### src/include/gpbank_pkg.sv
package gpbank_pkg;

  // Bank geometry
  localparam int unsigned NUM_PADS = 10;
  localparam int unsigned MODE_W   = 2;
  localparam int unsigned ADDR_W   = 8;
  localparam int unsigned DATA_W   = 32;

  // Register byte offsets
  localparam logic [7:0] ADDR_MODE   = 8'h00;
  localparam logic [7:0] ADDR_OUT    = 8'h04;
  localparam logic [7:0] ADDR_IN     = 8'h08;
  localparam logic [7:0] ADDR_CTRL   = 8'h0C;
  localparam logic [7:0] ADDR_STATUS = 8'h10;

  // Pad index positions (pad N sits at bit N-1)
  localparam int unsigned PAD_JAM   = 1;
  localparam int unsigned PAD_TXCTL = 3;
  localparam int unsigned PAD_TXMON = 4;
  localparam int unsigned PAD_ALARM = 5;
  localparam int unsigned PAD_BUZZ  = 6;

  // Pads that own an alternate function, and open drain pads
  localparam logic [9:0] ALT_CAPABLE = 10'h07A;
  localparam logic [9:0] OPEN_DRAIN  = 10'h300;

  // Reset values of the software registers
  localparam logic [19:0] RST_MODE = 20'h00000;
  localparam logic [9:0]  RST_OUT  = 10'h300;
  localparam logic        RST_CTRL = 1'h0;

  // Reset and on/off pad drive: pads 1..8 low, open drain released
  localparam logic [9:0] RST_PAD_OUT  = 10'h000;
  localparam logic [9:0] RST_PAD_OE_N = 10'h300;

  // Field positions
  localparam int unsigned CTRL_BURST_BIT  = 0;
  localparam int unsigned STAT_MON_BIT    = 0;
  localparam int unsigned STAT_ALLOW_BIT  = 1;
  localparam int unsigned STAT_TXDIS_BIT  = 2;

  // Transmit monitor timing
  localparam int unsigned CLK_HZ       = 20_000_000;
  localparam int unsigned TXMON_LEAD_MS = 300;
  localparam int unsigned TXMON_TAIL_MS = 500;
  localparam int unsigned CYC_PER_MS   = CLK_HZ / 1000;
  localparam int unsigned LEAD_CYC     = TXMON_LEAD_MS * CYC_PER_MS;
  localparam int unsigned TAIL_CYC     = TXMON_TAIL_MS * CYC_PER_MS;
  localparam int unsigned CNT_W        = 25;

  // Pad behaviours; the fourth code is illegal
  typedef enum logic [1:0] {
    GPB_IN,
    GPB_OUT,
    GPB_ALT
  } gpbank_mode_t;

  // Registered pad drive
  typedef struct packed {
    logic [9:0] out;
    logic [9:0] oe_n;
  } gpbank_pads_t;

  // Pick one pad's mode field from the packed mode word
  function automatic logic [1:0] gpbank_field(input logic [19:0] word, input int unsigned idx);
    gpbank_field = word[idx*MODE_W +: MODE_W];
  endfunction

endpackage

### src/core/gpbank_txmon.sv
`timescale 1ns/100ps
module gpbank_txmon #(
  parameter int unsigned LEAD_CYC = gpbank_pkg::LEAD_CYC,
  parameter int unsigned TAIL_CYC = gpbank_pkg::TAIL_CYC
) (
  input  wire logic ref_clk_in,
  input  wire logic sys_rst_in,
  input  wire logic per_burst_in,
  input  wire logic call_active_in,
  input  wire logic tx_burst_in,
  output logic      monitor_out,
  output logic      burst_gate_out
);

  // Per-call sequence states
  typedef enum logic [1:0] {
    GPB_IDLE,
    GPB_LEAD,
    GPB_ACTIVE,
    GPB_TAIL
  } gpbank_mon_t;

  gpbank_mon_t                        state_ff;     // Sequence state
  gpbank_mon_t                        nxt_state;
  logic [gpbank_pkg::CNT_W-1:0]       cnt_ff;       // Lead / tail counter
  logic [gpbank_pkg::CNT_W-1:0]       nxt_cnt;
  logic                               mon_ff;       // Monitor level
  logic                               nxt_mon;
  logic                               gate_ff;      // Bursts permitted
  logic                               nxt_gate;

  localparam logic [gpbank_pkg::CNT_W-1:0] LEAD_LAST = gpbank_pkg::CNT_W'(LEAD_CYC - 1);
  localparam logic [gpbank_pkg::CNT_W-1:0] TAIL_LAST = gpbank_pkg::CNT_W'(TAIL_CYC - 1);
  localparam logic [gpbank_pkg::CNT_W-1:0] CNT_ONE   = 25'h0000001;

  ////////////////////////////////////////////////////////////////////////////
  // Next state
  always_comb begin
    nxt_state = state_ff;
    nxt_cnt   = cnt_ff;
    nxt_mon   = mon_ff;
    nxt_gate  = gate_ff;
    unique case (state_ff)
      GPB_IDLE: begin
        // Per-burst: monitor simply follows the bursts
        if (per_burst_in) begin
          nxt_mon  = tx_burst_in;
          nxt_gate = 1'b1;
        end else if (call_active_in) begin
          // Rise first, hold bursts off for the lead time
          nxt_state = GPB_LEAD;
          nxt_mon   = 1'b1;
          nxt_gate  = 1'b0;
          nxt_cnt   = '0;
        end else begin
          nxt_mon  = 1'b0;
          nxt_gate = 1'b0;
        end
      end
      GPB_LEAD: begin
        // Bursts blocked so none can precede the 300 ms lead
        if (cnt_ff == LEAD_LAST) begin
          nxt_state = GPB_ACTIVE;
          nxt_gate  = 1'b1;
        end else begin
          nxt_cnt = cnt_ff + CNT_ONE;
        end
      end
      GPB_ACTIVE: begin
        // Tail timing starts once the call is over and no burst runs
        if (!call_active_in && !tx_burst_in) begin
          nxt_state = GPB_TAIL;
          nxt_cnt   = '0;
        end
      end
      GPB_TAIL: begin
        if (call_active_in || tx_burst_in) begin
          // Activity resumed: the last burst is not the last yet
          nxt_state = GPB_ACTIVE;
        end else if (cnt_ff == TAIL_LAST) begin
          nxt_state = GPB_IDLE;
          nxt_mon   = 1'b0;
          nxt_gate  = 1'b0;
        end else begin
          nxt_cnt = cnt_ff + CNT_ONE;
        end
      end
    endcase
  end

  ////////////////////////////////////////////////////////////////////////////
  // Registers
  always_ff @(posedge ref_clk_in or posedge sys_rst_in) begin
    if (sys_rst_in) begin
      state_ff <= GPB_IDLE;
      cnt_ff   <= '0;
      mon_ff   <= 1'b0;
      gate_ff  <= 1'b0;
    end else begin
      state_ff <= nxt_state;
      cnt_ff   <= nxt_cnt;
      mon_ff   <= nxt_mon;
      gate_ff  <= nxt_gate;
    end
  end

  assign monitor_out    = mon_ff;
  assign burst_gate_out = gate_ff;

endmodule

### src/core/gpbank.sv
`timescale 1ns/100ps
// Contract
// - Each pad is input, output or alternate
// - Input read returns sampled pad level
// - Output write drives pad, query returns it
// - Alternate pad driven by internal function
// - Alternate refused on pads without function
// - Pad two alternate outputs jamming detect
// - Pad four alternate is transmitter control input
// - Pad five alternate outputs transmit monitor
// - Pad six alternate outputs alarm
// - Pad seven alternate outputs buzzer waveform
// - Pads one-eight default input, low in reset/off
// - Pads nine-ten open drain, released by default
// - Monitor leads first burst 300 ms, tails 500 ms
module gpbank #(
  parameter int unsigned LEAD_CYC = gpbank_pkg::LEAD_CYC,
  parameter int unsigned TAIL_CYC = gpbank_pkg::TAIL_CYC
) (
  input  wire logic        ref_clk_in,
  input  wire logic        sys_rst_in,
  // Register port
  input  wire logic [7:0]  reg_addr_in,
  input  wire logic [31:0] reg_wdata_in,
  input  wire logic        reg_wr_in,
  input  wire logic        reg_rd_in,
  output logic [31:0]      reg_rdata_out,
  // Module state and internal functions
  input  wire logic        on_off_in,
  input  wire logic        jamming_detect_in,
  input  wire logic        alarm_in,
  input  wire logic        buzzer_in,
  input  wire logic        call_active_in,
  input  wire logic        tx_burst_in,
  output logic             tx_allow_out,
  // Pads
  input  wire logic [9:0]  pad_in,
  output logic [9:0]       pad_out,
  output logic [9:0]       pad_oe_n_out
);

  ////////////////////////////////////////////////////////////////////////////
  // Register map
  //   Mode: two bits a pad, field N-1 is pad N
  //   Codes: 0 input, 1 output, 2 alternate
  //   Output: one bit a pad, kept in any mode
  //   Input: synchronised levels, read only
  //   Control: bit 0 picks per-burst monitor
  //   Status: monitor, allowed, pad four low
  //   Other offsets read zero, ignore writes
  //
  // Refused mode fields keep their old code
  //   Other fields of the write still land
  //   No error bit: refusal is silent
  //
  // Pad drive
  //   Input: released
  //   Output: pushed to the stored bit
  //   Open drain: low for 0, released for 1
  //   Alternate: internal source drives
  //   Pad four alternate: sense only
  //   On/off: same levels as in reset
  //
  // Reset
  //   Pads one to eight driven low
  //   Pads nine and ten released
  //   Every pad returns to input mode
  //
  // Timing
  //   Write: register loads at the strobe edge
  //   Pads follow one edge later
  //   Read: answer stands one cycle, then zero
  //   Read right after write sees the new value
  //   Input reads lag the pad two to three cycles
  //
  // Monitor
  //   Per call: rises with the call, falls after the tail
  //   Bursts stay gated during the lead time
  //   Per burst: follows the bursts one cycle late
  //   Activity in the tail restarts the wait
  //
  // Hazards
  //   Pad inputs are asynchronous: two flops first
  //   On/off and function inputs share the clock
  //   Both strobes at once: both are served
  //
  // Limitations
  //   Contention at the pads is not detected
  //   Monitor tail uses its shortest delay

  ////////////////////////////////////////////////////////////////////////////
  // Declarations
  // Software registers
  logic [19:0]              mode_ff;      // Two bits per pad
  logic [19:0]              nxt_mode;
  logic [9:0]               out_ff;       // Last written output values
  logic [9:0]               nxt_out;
  logic                     ctrl_ff;      // Monitor follows each burst
  logic                     nxt_ctrl;
  logic [31:0]              rdata_ff;     // Read answer, one cycle late
  logic [31:0]              nxt_rdata;

  // Pad sampling
  logic [9:0]               sync1_ff;     // First synchroniser stage
  logic [9:0]               sync2_ff;     // Stable pad levels

  // Pad drive and transmit permission
  gpbank_pkg::gpbank_pads_t pads_ff;      // Registered pad drive
  gpbank_pkg::gpbank_pads_t nxt_pads;
  logic                     allow_ff;     // Transmitter permitted
  logic                     nxt_allow;

  // Monitor links and pad sources
  logic                     monitor;      // Transmit activity monitor
  logic                     burst_gate;   // Lead time elapsed
  logic [9:0]               alt_src;      // Alternate function levels
  logic                     tx_disabled;  // Pad four pulled low

  ////////////////////////////////////////////////////////////////////////////
  // Pad input synchroniser; only the second stage is read
  // Pads move at any time; one flop alone could pass a
  // half-settled level on to the read path
  always_ff @(posedge ref_clk_in or posedge sys_rst_in) begin
    if (sys_rst_in) begin
      sync1_ff <= '0;
      sync2_ff <= '0;
    end else begin
      sync1_ff <= pad_in;
      sync2_ff <= sync1_ff;
    end
  end

  ////////////////////////////////////////////////////////////////////////////
  // Transmit activity monitor
  // Bursts wait out the lead time, so in per-call mode the monitor
  // leads the first burst of a call; it runs in every pad
  // mode so the status word can show it
  gpbank_txmon #(
    .LEAD_CYC (LEAD_CYC),
    .TAIL_CYC (TAIL_CYC)
  ) u_txmon (
    .ref_clk_in     (ref_clk_in),
    .sys_rst_in     (sys_rst_in),
    .per_burst_in   (ctrl_ff),
    .call_active_in (call_active_in),
    .tx_burst_in    (tx_burst_in),
    .monitor_out    (monitor),
    .burst_gate_out (burst_gate)
  );

  ////////////////////////////////////////////////////////////////////////////
  // Alternate function sources, one per capable pad except pad four
  // Pads without a function keep a constant low source
  // Pad four never appears here; it only senses
  always_comb begin
    alt_src                        = '0;
    alt_src[gpbank_pkg::PAD_JAM]   = jamming_detect_in;
    alt_src[gpbank_pkg::PAD_TXMON] = monitor;
    alt_src[gpbank_pkg::PAD_ALARM] = alarm_in;
    alt_src[gpbank_pkg::PAD_BUZZ]  = buzzer_in;
  end

  // Pad four as control input: low from the application stops transmission
  // As a plain input or output, pad four has no say in transmission
  assign tx_disabled =
    (gpbank_pkg::gpbank_field(mode_ff, gpbank_pkg::PAD_TXCTL) == gpbank_pkg::GPB_ALT)
    && !sync2_ff[gpbank_pkg::PAD_TXCTL];

  ////////////////////////////////////////////////////////////////////////////
  // Register writes and read answers
  always_comb begin
    logic [1:0] req;
    req       = '0;
    nxt_mode  = mode_ff;
    nxt_out   = out_ff;
    nxt_ctrl  = ctrl_ff;
    nxt_rdata = '0;

    // Writes land at the strobe edge
    if (reg_wr_in) begin
      unique case (reg_addr_in)
        gpbank_pkg::ADDR_MODE: begin
          // Each field taken only if legal for that pad
          // Field i belongs to pad i+1
          for (int unsigned i = 0; i < gpbank_pkg::NUM_PADS; i++) begin
            req = reg_wdata_in[i*gpbank_pkg::MODE_W +: gpbank_pkg::MODE_W];
            if (req == gpbank_pkg::GPB_IN || req == gpbank_pkg::GPB_OUT) begin
              nxt_mode[i*gpbank_pkg::MODE_W +: gpbank_pkg::MODE_W] = req;
            end else if (req == gpbank_pkg::GPB_ALT && gpbank_pkg::ALT_CAPABLE[i]) begin
              nxt_mode[i*gpbank_pkg::MODE_W +: gpbank_pkg::MODE_W] = req;
            end
          end
        end
        gpbank_pkg::ADDR_OUT: begin
          // Stored in any mode, driven only in output mode
          nxt_out = reg_wdata_in[9:0];
        end
        gpbank_pkg::ADDR_CTRL: begin
          // Seen by the monitor only while it is idle
          nxt_ctrl = reg_wdata_in[gpbank_pkg::CTRL_BURST_BIT];
        end
        default: begin
          // Input and status words are read only; others unmapped
        end
      endcase
    end

    // Answer registered, shown for one cycle
    if (reg_rd_in) begin
      unique case (reg_addr_in)
        gpbank_pkg::ADDR_MODE: begin
          // Refused codes never land, so none read back
          nxt_rdata[19:0] = mode_ff;
        end
        gpbank_pkg::ADDR_OUT: begin
          nxt_rdata[9:0] = out_ff;
        end
        gpbank_pkg::ADDR_IN: begin
          // Levels are two cycles old due to synchronising
          nxt_rdata[9:0] = sync2_ff;
        end
        gpbank_pkg::ADDR_CTRL: begin
          nxt_rdata[gpbank_pkg::CTRL_BURST_BIT] = ctrl_ff;
        end
        gpbank_pkg::ADDR_STATUS: begin
          // Live levels; a read clears nothing
          nxt_rdata[gpbank_pkg::STAT_MON_BIT]   = monitor;
          nxt_rdata[gpbank_pkg::STAT_ALLOW_BIT] = allow_ff;
          nxt_rdata[gpbank_pkg::STAT_TXDIS_BIT] = tx_disabled;
        end
        default: begin
          // Unmapped reads answer zero
        end
      endcase
    end
  end

  ////////////////////////////////////////////////////////////////////////////
  // Pad drive per mode
  // Every pad is registered, so decode glitches never reach a pin
  always_comb begin
    logic [1:0] md;
    md        = '0;
    nxt_pads  = '0;
    // Permission needs the lead gate and no hold-off on pad four
    nxt_allow = !tx_disabled && burst_gate;

    for (int unsigned i = 0; i < gpbank_pkg::NUM_PADS; i++) begin
      md = gpbank_pkg::gpbank_field(mode_ff, i);
      if (on_off_in) begin
        // Switching on or off: same levels as under reset
        nxt_pads.out[i]  = gpbank_pkg::RST_PAD_OUT[i];
        nxt_pads.oe_n[i] = gpbank_pkg::RST_PAD_OE_N[i];
      end else if (md == gpbank_pkg::GPB_OUT) begin
        if (gpbank_pkg::OPEN_DRAIN[i]) begin
          // Open drain: pull low for zero, release for one
          nxt_pads.out[i]  = 1'b0;
          nxt_pads.oe_n[i] = out_ff[i];
        end else begin
          // Push-pull drive
          nxt_pads.out[i]  = out_ff[i];
          nxt_pads.oe_n[i] = 1'b0;
        end
      end else if (md == gpbank_pkg::GPB_ALT && i != gpbank_pkg::PAD_TXCTL) begin
        // Internal function owns the pad; output register ignored
        nxt_pads.out[i]  = alt_src[i];
        nxt_pads.oe_n[i] = 1'b0;
      end else begin
        // Input, or pad four sensing the application
        // The stored output bit is kept, not driven
        nxt_pads.out[i]  = 1'b0;
        nxt_pads.oe_n[i] = 1'b1;
      end
    end
  end

  ////////////////////////////////////////////////////////////////////////////
  // Registers
  // Reset levels equal the on/off levels of the pads
  always_ff @(posedge ref_clk_in or posedge sys_rst_in) begin
    if (sys_rst_in) begin
      mode_ff      <= gpbank_pkg::RST_MODE;
      out_ff       <= gpbank_pkg::RST_OUT;
      ctrl_ff      <= gpbank_pkg::RST_CTRL;
      // No stale read answer after reset
      rdata_ff     <= '0;
      pads_ff.out  <= gpbank_pkg::RST_PAD_OUT;
      pads_ff.oe_n <= gpbank_pkg::RST_PAD_OE_N;
      allow_ff     <= 1'b0;
    end else begin
      mode_ff  <= nxt_mode;
      out_ff   <= nxt_out;
      ctrl_ff  <= nxt_ctrl;
      rdata_ff <= nxt_rdata;
      pads_ff  <= nxt_pads;
      allow_ff <= nxt_allow;
    end
  end

  ////////////////////////////////////////////////////////////////////////////
  // Outputs straight from flip-flops
  // No gate stands between these flops and the ports
  assign reg_rdata_out = rdata_ff;
  assign pad_out       = pads_ff.out;
  assign pad_oe_n_out  = pads_ff.oe_n;
  assign tx_allow_out  = allow_ff;

endmodule

### config.mk
export PLATFORM = sky130hd
export DESIGN_NAME = gpbank
export DESIGN_NICKNAME = d
export VERILOG_FILES = /design/src/include/gpbank_pkg.sv /design/src/core/gpbank_txmon.sv /design/src/core/gpbank.sv
export SDC_FILE = /design/constraint.sdc
export NUM_CORES = 1
export LEC_CHECK = 0
export BUFFER_PORTS_ARGS = -buffer_cell sky130_fd_sc_hd__buf_2
export CAP_MARGIN = 10
export CORE_UTILIZATION = 30
export CTS_CLUSTER_SIZE = 20
export DETAILED_ROUTE_END_ITERATION = 6
export PLACE_DENSITY = 0.55
export SKIP_LAST_GASP = 1
export SLEW_MARGIN = 20
export SYNTH_ARGS = -nofsm -noshare
export SYNTH_HDL_FRONTEND = slang
export SYNTH_SLANG_ARGS = --single-unit
export TNS_END_PERCENT = 20
### constraint.sdc
create_clock -name ref_clk_in -period 3.4 [get_ports ref_clk_in]
set_clock_uncertainty 0.1 [all_clocks]
set_input_delay 0.17 -clock ref_clk_in [delete_from_list [all_inputs] [get_ports ref_clk_in]]
set_output_delay 0.17 -clock ref_clk_in [all_outputs]
set_load 0.005 [all_outputs]
==> flow_summary.toml, run 1 <==
[timing]
rsz0062_at_grt = "no"
post-route-period-util = 0.733
period_minus_slack_ns = 2.49
hold_violations = 0
setup_violations = 0
worst_pin_slew_ns = 0.773
slew_headroom = 0.484
slew_violations = 0
fin_setup_tns_ns = 0
fin_ws_ns = 0.909
fmax_ghz = 0.401

[detailed_routing]
drc = 0
routedWlPerCell_um = 15.3
firstDrtPassIters = 4
ant_nets = 0
wl_um = 13100
drtIter0Drc = 264
viasPerCell = 4.87
vias = 4160

[logic_synthesis]
synth_edf_count = 0
synthArstFlopShare = 1.00
yosysMostFrequentCell = "dfrtp_1"
syn-instance-count = 499
avgSynthCellArea_sq_um = 10.9
synth_seq_area_share = 0.551
netlist_area_sq_um = 5420
ys_types = 64
synth_area_leader_cell = "dfrtp_1"
synthFlopType = "dfrtp_1"
synthTopCellsByCount = "dfrtp_1 (115), nor2_1 (48), nand2_1 (30)"
yosysTopAreaCellShare = 0.531
synth_area_leaders = "dfrtp_1 (53%), mux2_2 (3.3%), nor2_1 (3.3%)"
synth_seq_cells = 119
ys_warn_count = 0

[floorplan]
initial_utilization = 0.310
ios = 113
num_rows = 48
die_x_um = 136
die_h_um = 136
coreArea_sq_um = 17500
die_area_sq_um = 18600

[power]
power_leakage_nw = 3.32
finalPower_mw = 3.52
ir_drop_v = 0.000355
cellPowerDensity_nw_per_um2 = 508

[setup_path]
required_ns = 3.59
reg2reg_to = "u_txmon.cnt_ff[1]$_DFFE_PP0P_"
worstSetupPathType = "register to register"
rrSetupSlack_ns = 0.91
cp_data_arrival_time_ns = 2.68
r2r_start = "u_txmon.cnt_ff[0]$_DFFE_PP0P_"
path_max_fanout = 10
crit_path_start_kind = "register"
endpoint_kind = "register"
worst-r2r-cell-count = 6

[global_route]
grt_max_degree = 86
grt_use_met2 = 0.248
grt_pass1_wl_um = 21600
gr-total-overflow = 0
grtUsageTotal = 0.152
grt_pass1_vias = 4277
use_met1 = 0.190
grtUsageMet3 = 0.0447
top_usage_layer = "met2"
antenna_found_initial = 0

[run]
cap_viol_max_count = 0

[final_layout]
areaGrowthSynthToFinish_pct = 27.9
n_antenna_cell = 0
drive_gt1_frac = 0.253
nets = 688

[min_path]
min-delay-path-class = "input pin to register"
hold_start = "reg_rd_in"
hold_depth = 3
min_to = "reg_rdata_out[0]$_DFF_PP0_"

[clocking]
numCtsBuffers = 17
cts_resized = 0
cts.sinks = 119
clkLatencyLatePin_ns = 0.42
cts_tree = "built"
cts_root_buffer = "clkbuf_16"
clockBufferDepth = 2
cts_max_level = 4
clk_pin_slew_ns = 0.06

[place]
gp_congestion = 0.815
pre_cts_ws_ns = 0.925
post-dp-hpwl_um = 8830
portBuffers = 86

[outcome]
outcome = "complete, no violations"
==> state kept, by name, indices dropped and copies added (netlist names) <==
register,flops
u_txmon.state_ff,2
out_ff,10
u_txmon.monitor_out,1
tx_allow_out,1
reg_rdata_out,20
u_txmon.burst_gate_out,1
pad_oe_n_out,10
u_txmon.cnt_ff,25
sync1_ff,10
ctrl_ff,1
mode_ff,20
pad_out,8
sync2_ff,10
==> cells by family (layout without fill, tap and decap cells) <==
group                      count (synthesis)  after routing  synth area share
buffers and inverters                     57            174            0.0522
other                                      1             14          0.000692
adders and majority gates                 12             12            0.0277
AOI/OAI and AO/OA                         92             92             0.112
and+or+nand+nor                          188            188             0.198
muxes                                     30             30            0.0591
DFF                                      119            119             0.551
==> worst max-delay path: stages, from the launching register on <==
cell and delay (ns):
dfrtp_1 0.40, ha_1 0.39, or4b_4 0.52, nor4_4 0.36
o21a_4 0.26, or2_2 0.22, o22ai_1 0.10
==> layer usage <==
layer	wire [um]	vias to the layer above
li1	-	1968
met5	0	-
met2	6550	119
met1	5730	2056
met4	164	0
met3	622	17
==> how the worst max path moves through the flow <==
stage                     slack, ns  cells past startpoint                     startpoint                              to
after floorplan                1.22                      8  u_txmon.cnt_ff[0]$_DFFE_PP0P_  u_txmon.cnt_ff[11]$_DFFE_PP0P_
final                          0.91                      6  u_txmon.cnt_ff[0]$_DFFE_PP0P_   u_txmon.cnt_ff[1]$_DFFE_PP0P_
after global routing           0.73                      6  u_txmon.cnt_ff[0]$_DFFE_PP0P_  u_txmon.cnt_ff[11]$_DFFE_PP0P_
after detailed placement       0.92                      6  u_txmon.cnt_ff[0]$_DFFE_PP0P_   u_txmon.cnt_ff[1]$_DFFE_PP0P_
after CTS                      0.92                      6  u_txmon.cnt_ff[0]$_DFFE_PP0P_   u_txmon.cnt_ff[1]$_DFFE_PP0P_
after global placement         0.96                      6  u_txmon.cnt_ff[0]$_DFFE_PP0P_   u_txmon.cnt_ff[1]$_DFFE_PP0P_
==> metrics by stage <==
stage	utilization	cell area, sq um	hold slack, ns	instances
2_1_floorplan	-	5470	0.101	512
3_3_place_gp	0.344	6020	0.178	789
3_5_place_dp	0.344	6020	0.180	789
4_1_cts	0.396	6930	0.00106	854
5_1_grt	0.396	6930	0.0378	854
6_report	0.396	6930	0.0110	854
==> power by group <==
part / total (mW) / switching, mW / leakage (nW) / internal (mW)
sequential: 1.52 / 0.0529 / 1.53 / 1.47
clock: 1.76 / 0.678 / 0.281 / 1.08
combinational: 0.234 / 0.126 / 1.51 / 0.109
==> area by class of cell <==
class	instances	area, sq um
Clock buffer	18	429
Clock inverter	14	151
Fill cell	1710	10500
Inverter	18	71.3
Multi-Input combinational cell	336	2200
Sequential cell	119	2980
Tap cell	225	282
Timing Repair Buffer	124	811
==> placed cells by master, fill, tap and decap left out, types with 5 or more instances in the layout <==
master,instances
buf_2,86
a21o_1,7
dfrtp_1,115
dlygate4sd3_1,33
ha_1,12
nand3_1,14
nor2b_1,17
clkinv_4,5
and2_1,8
nand2b_1,5
o22a_1,5
mux2_2,16
conb_1,14
nor2_1,48
nand4_1,7
a21oi_1,22
nand2_1,30
inv_1,17
clkbuf_16,17
o31ai_1,10
o211ai_1,5
mux2i_1,14
nor3_1,8
o21ai_0,21
nor4_1,7
==> timing repair <==
item / CTS / global route
hold buffers: 33 / 0
buffers inserted: 0 / 0
hold endpoints to repair: 75 / 0
No activity file was read; power rests on OpenSTA's default activity.
==> run 2: changes to the inputs <==
==> constraint.sdc (replaced) <==
create_clock -name ref_clk_in -period 2.15 [get_ports ref_clk_in]
set_clock_uncertainty 0.1 [all_clocks]
set_input_delay 0.1075 -clock ref_clk_in [delete_from_list [all_inputs] [get_ports ref_clk_in]]
set_output_delay 0.1075 -clock ref_clk_in [all_outputs]
set_load 0.005 [all_outputs]
==> run 2 against run 1 <==
  * Sequential share of layout area down 2.4 points
  * First-iteration DRC count down 17%
  * Setup slack worse by 0.83 ns
  * Routed wire length up 4.7%
  * Core utilization up 2.3 points
  * Clock-buffer cell count up 1
  * Die area unchanged
  * Via count up 3.6%
  * Final cell count up 5.6%
  * Combinational power up 88%
  * Hold slack better by 0.036 ns
  * Largest power group unchanged
==> flow_summary.toml, run 2 (synthesized netlist as in run 1, its figures left out) <==
[final_layout]
final_area_sq_um = 7340
areaGrowthSynthToFinish_pct = 35.4
largest_reg_flops = 25
most-common-layout-cells = "dfrtp_1 (115), buf_2 (86), nor2_1 (48)"
n_antenna_cell = 0
nets = 736
layout_commonest_cell = "dfrtp_1"
fillers = 1701
post-route-util = 0.420
drive_gt1_frac = 0.291
largest-register = "u_txmon.cnt_ff"

[setup_path]
endpoint_kind = "register"
worstSetupPathType = "register to register"
crit_path_max_incr_delay_ns = 0.44
required_ns = 2.39
rrSetupSlack_ns = 0.08
worst-r2r-cell-count = 7
r2r_start = "u_txmon.cnt_ff[1]$_DFFE_PP0P_"
crit_path_start_kind = "register"
crit_path_cell_trace = "ha_1 -> buf_4 -> nand4_1 -> nor4_4 -> nand2_1 -> o41ai_1 -> a21o_1"
cp_data_arrival_time_ns = 2.31
path_max_fanout = 9
critical_path.top_delay_family = "simple AND/OR/NAND/NOR gates"
cpMaxStageDelayCell = "nor4_4"
path_buf_inv = 1
reg2reg_to = "u_txmon.cnt_ff[20]$_DFFE_PP0P_"

[floorplan]
ios = 113
die_area_sq_um = 18600
initial_utilization = 0.310
coreArea_sq_um = 17500
die_h_um = 136
num_rows = 48
die_x_um = 136

[power]
ir_drop_v = 0.000533
cellPowerDensity_nw_per_um2 = 768
power_leakage_nw = 3.58

[global_route]
grtUsageTotal = 0.160
grt_pass1_vias = 4517
grt_max_degree = 37
antenna_found_initial = 0
gr-total-overflow = 0
grt_pass1_wl_um = 22600

[clocking]
clk_pin_slew_ns = 0.05
cts_max_level = 4
numCtsBuffers = 17
cts.sinks = 119
cts_root_buffer = "clkbuf_16"
clockBufferDepth = 2
cts_tree = "built"
clkLatencyLatePin_ns = 0.41

[detailed_routing]
firstDrtPassIters = 4
drtIter0Drc = 219
ant_nets = 0
vias = 4310
viasPerCell = 4.78
routedWlPerCell_um = 15.2
drc = 0
wl_um = 13700

[outcome]
outcome = "complete, no violations"

[timing]
slew_headroom = 0.511
fin_setup_tns_ns = 0
fmax_ghz = 0.483
period_minus_slack_ns = 2.07
worst_pin_slew_ns = 0.732
setup_violations = 0
slew_violations = 0
worst_hold_slack_ns = 0.0466
fin_ws_ns = 0.0806
hold_violations = 0
rsz0062_at_grt = "yes"
post-route-period-util = 0.963

[min_path]
min_to = "reg_rdata_out[2]$_DFF_PP0_"
hold_start = "reg_rd_in"
min-delay-path-class = "input pin to register"
hold_depth = 4

[run]
cap_viol_max_count = 0

[place]
placed_area_sq_um = 6310
gp_congestion = 0.827
pre_cts_ws_ns = 0.00143
portBuffers = 86
post-dp-hpwl_um = 9780
run 2: changes by cell type in the layout (fill, tap and decap cells not counted), sizes merged:
| cell | change |
|---|---|
| buf | +38 |
| clkbuf | +1 |
| clkinv | -3 |
| clkinvlp | +1 |
| dlygate4sd3 | +10 |
| inv | +1 |
run 2: worst max path at each step:
stage / from / slack [ns] / cells past startpoint / end
2_1_floorplan: u_txmon.cnt_ff[0]$_DFFE_PP0P_ / -0.03 / 8 / u_txmon.cnt_ff[11]$_DFFE_PP0P_
3_3_place_gp: u_txmon.cnt_ff[0]$_DFFE_PP0P_ / 0.03 / 6 / u_txmon.cnt_ff[1]$_DFFE_PP0P_
3_5_place_dp: u_txmon.cnt_ff[1]$_DFFE_PP0P_ / 0.001 / 6 / u_txmon.cnt_ff[1]$_DFFE_PP0P_
4_1_cts: u_txmon.cnt_ff[18]$_DFFE_PP0P_ / 0.05 / 5 / u_txmon.cnt_ff[1]$_DFFE_PP0P_
5_1_grt: u_txmon.cnt_ff[14]$_DFFE_PP0P_ / -0.06 / 5 / u_txmon.burst_gate_out$_DFFE_PP0P_
6_report: u_txmon.cnt_ff[1]$_DFFE_PP0P_ / 0.08 / 7 / u_txmon.cnt_ff[20]$_DFFE_PP0P_
run 2: layout make-up:
type	count	area [sq um]	share of cell area
Multi-Input combinational cell	336	2200	0.300
Timing Repair Buffer	172	1210	0.165
Clock buffer	19	443	0.0604
Clock inverter	13	145	0.0198
Tap cell	225	282	0.0384
Inverter	18	71.3	0.00972
Sequential cell	119	2980	0.407
run 2: metal layers:
layer	track usage	vias to the layer above	routed length [um]
li1	-	2069	-
met1	0.190	2112	5870
met2	0.278	111	6980
met3	0.0377	18	638
met4	0.0605	0	197
met5	0	-	0
run 2: worst reg2reg max path, cell delays in order (launching register included):
cell and delay (ns):
dfrtp_1 0.35, ha_1 0.17, buf_4 0.17, nand4_1 0.17, nor4_4 0.44, nand2_1 0.13
o41ai_1 0.34, a21o_1 0.13
run 2: metrics by stage:
stage | power, mW | instances
after global routing | 5.86 | 902
final | 5.64 | 902
after detailed placement | 2.82 | 826
after floorplan | 2.65 | 512
after CTS | 5.70 | 901
after global placement | 2.81 | 826
run 2: repair_timing:
item	4_1_cts	5_1_grt
gates resized for setup	0	1
endpoints found under the hold margin	79	0
pin swaps	1	0
buffers inserted	0	1
hold buffers	43	0
setup endpoints to repair	1	10
run 2: where the power goes:
group          switching, mW  total [mW]  internal, mW
combinational          0.228       0.441         0.213
sequential            0.0673        2.39          2.33
clock                   1.05        2.80          1.75
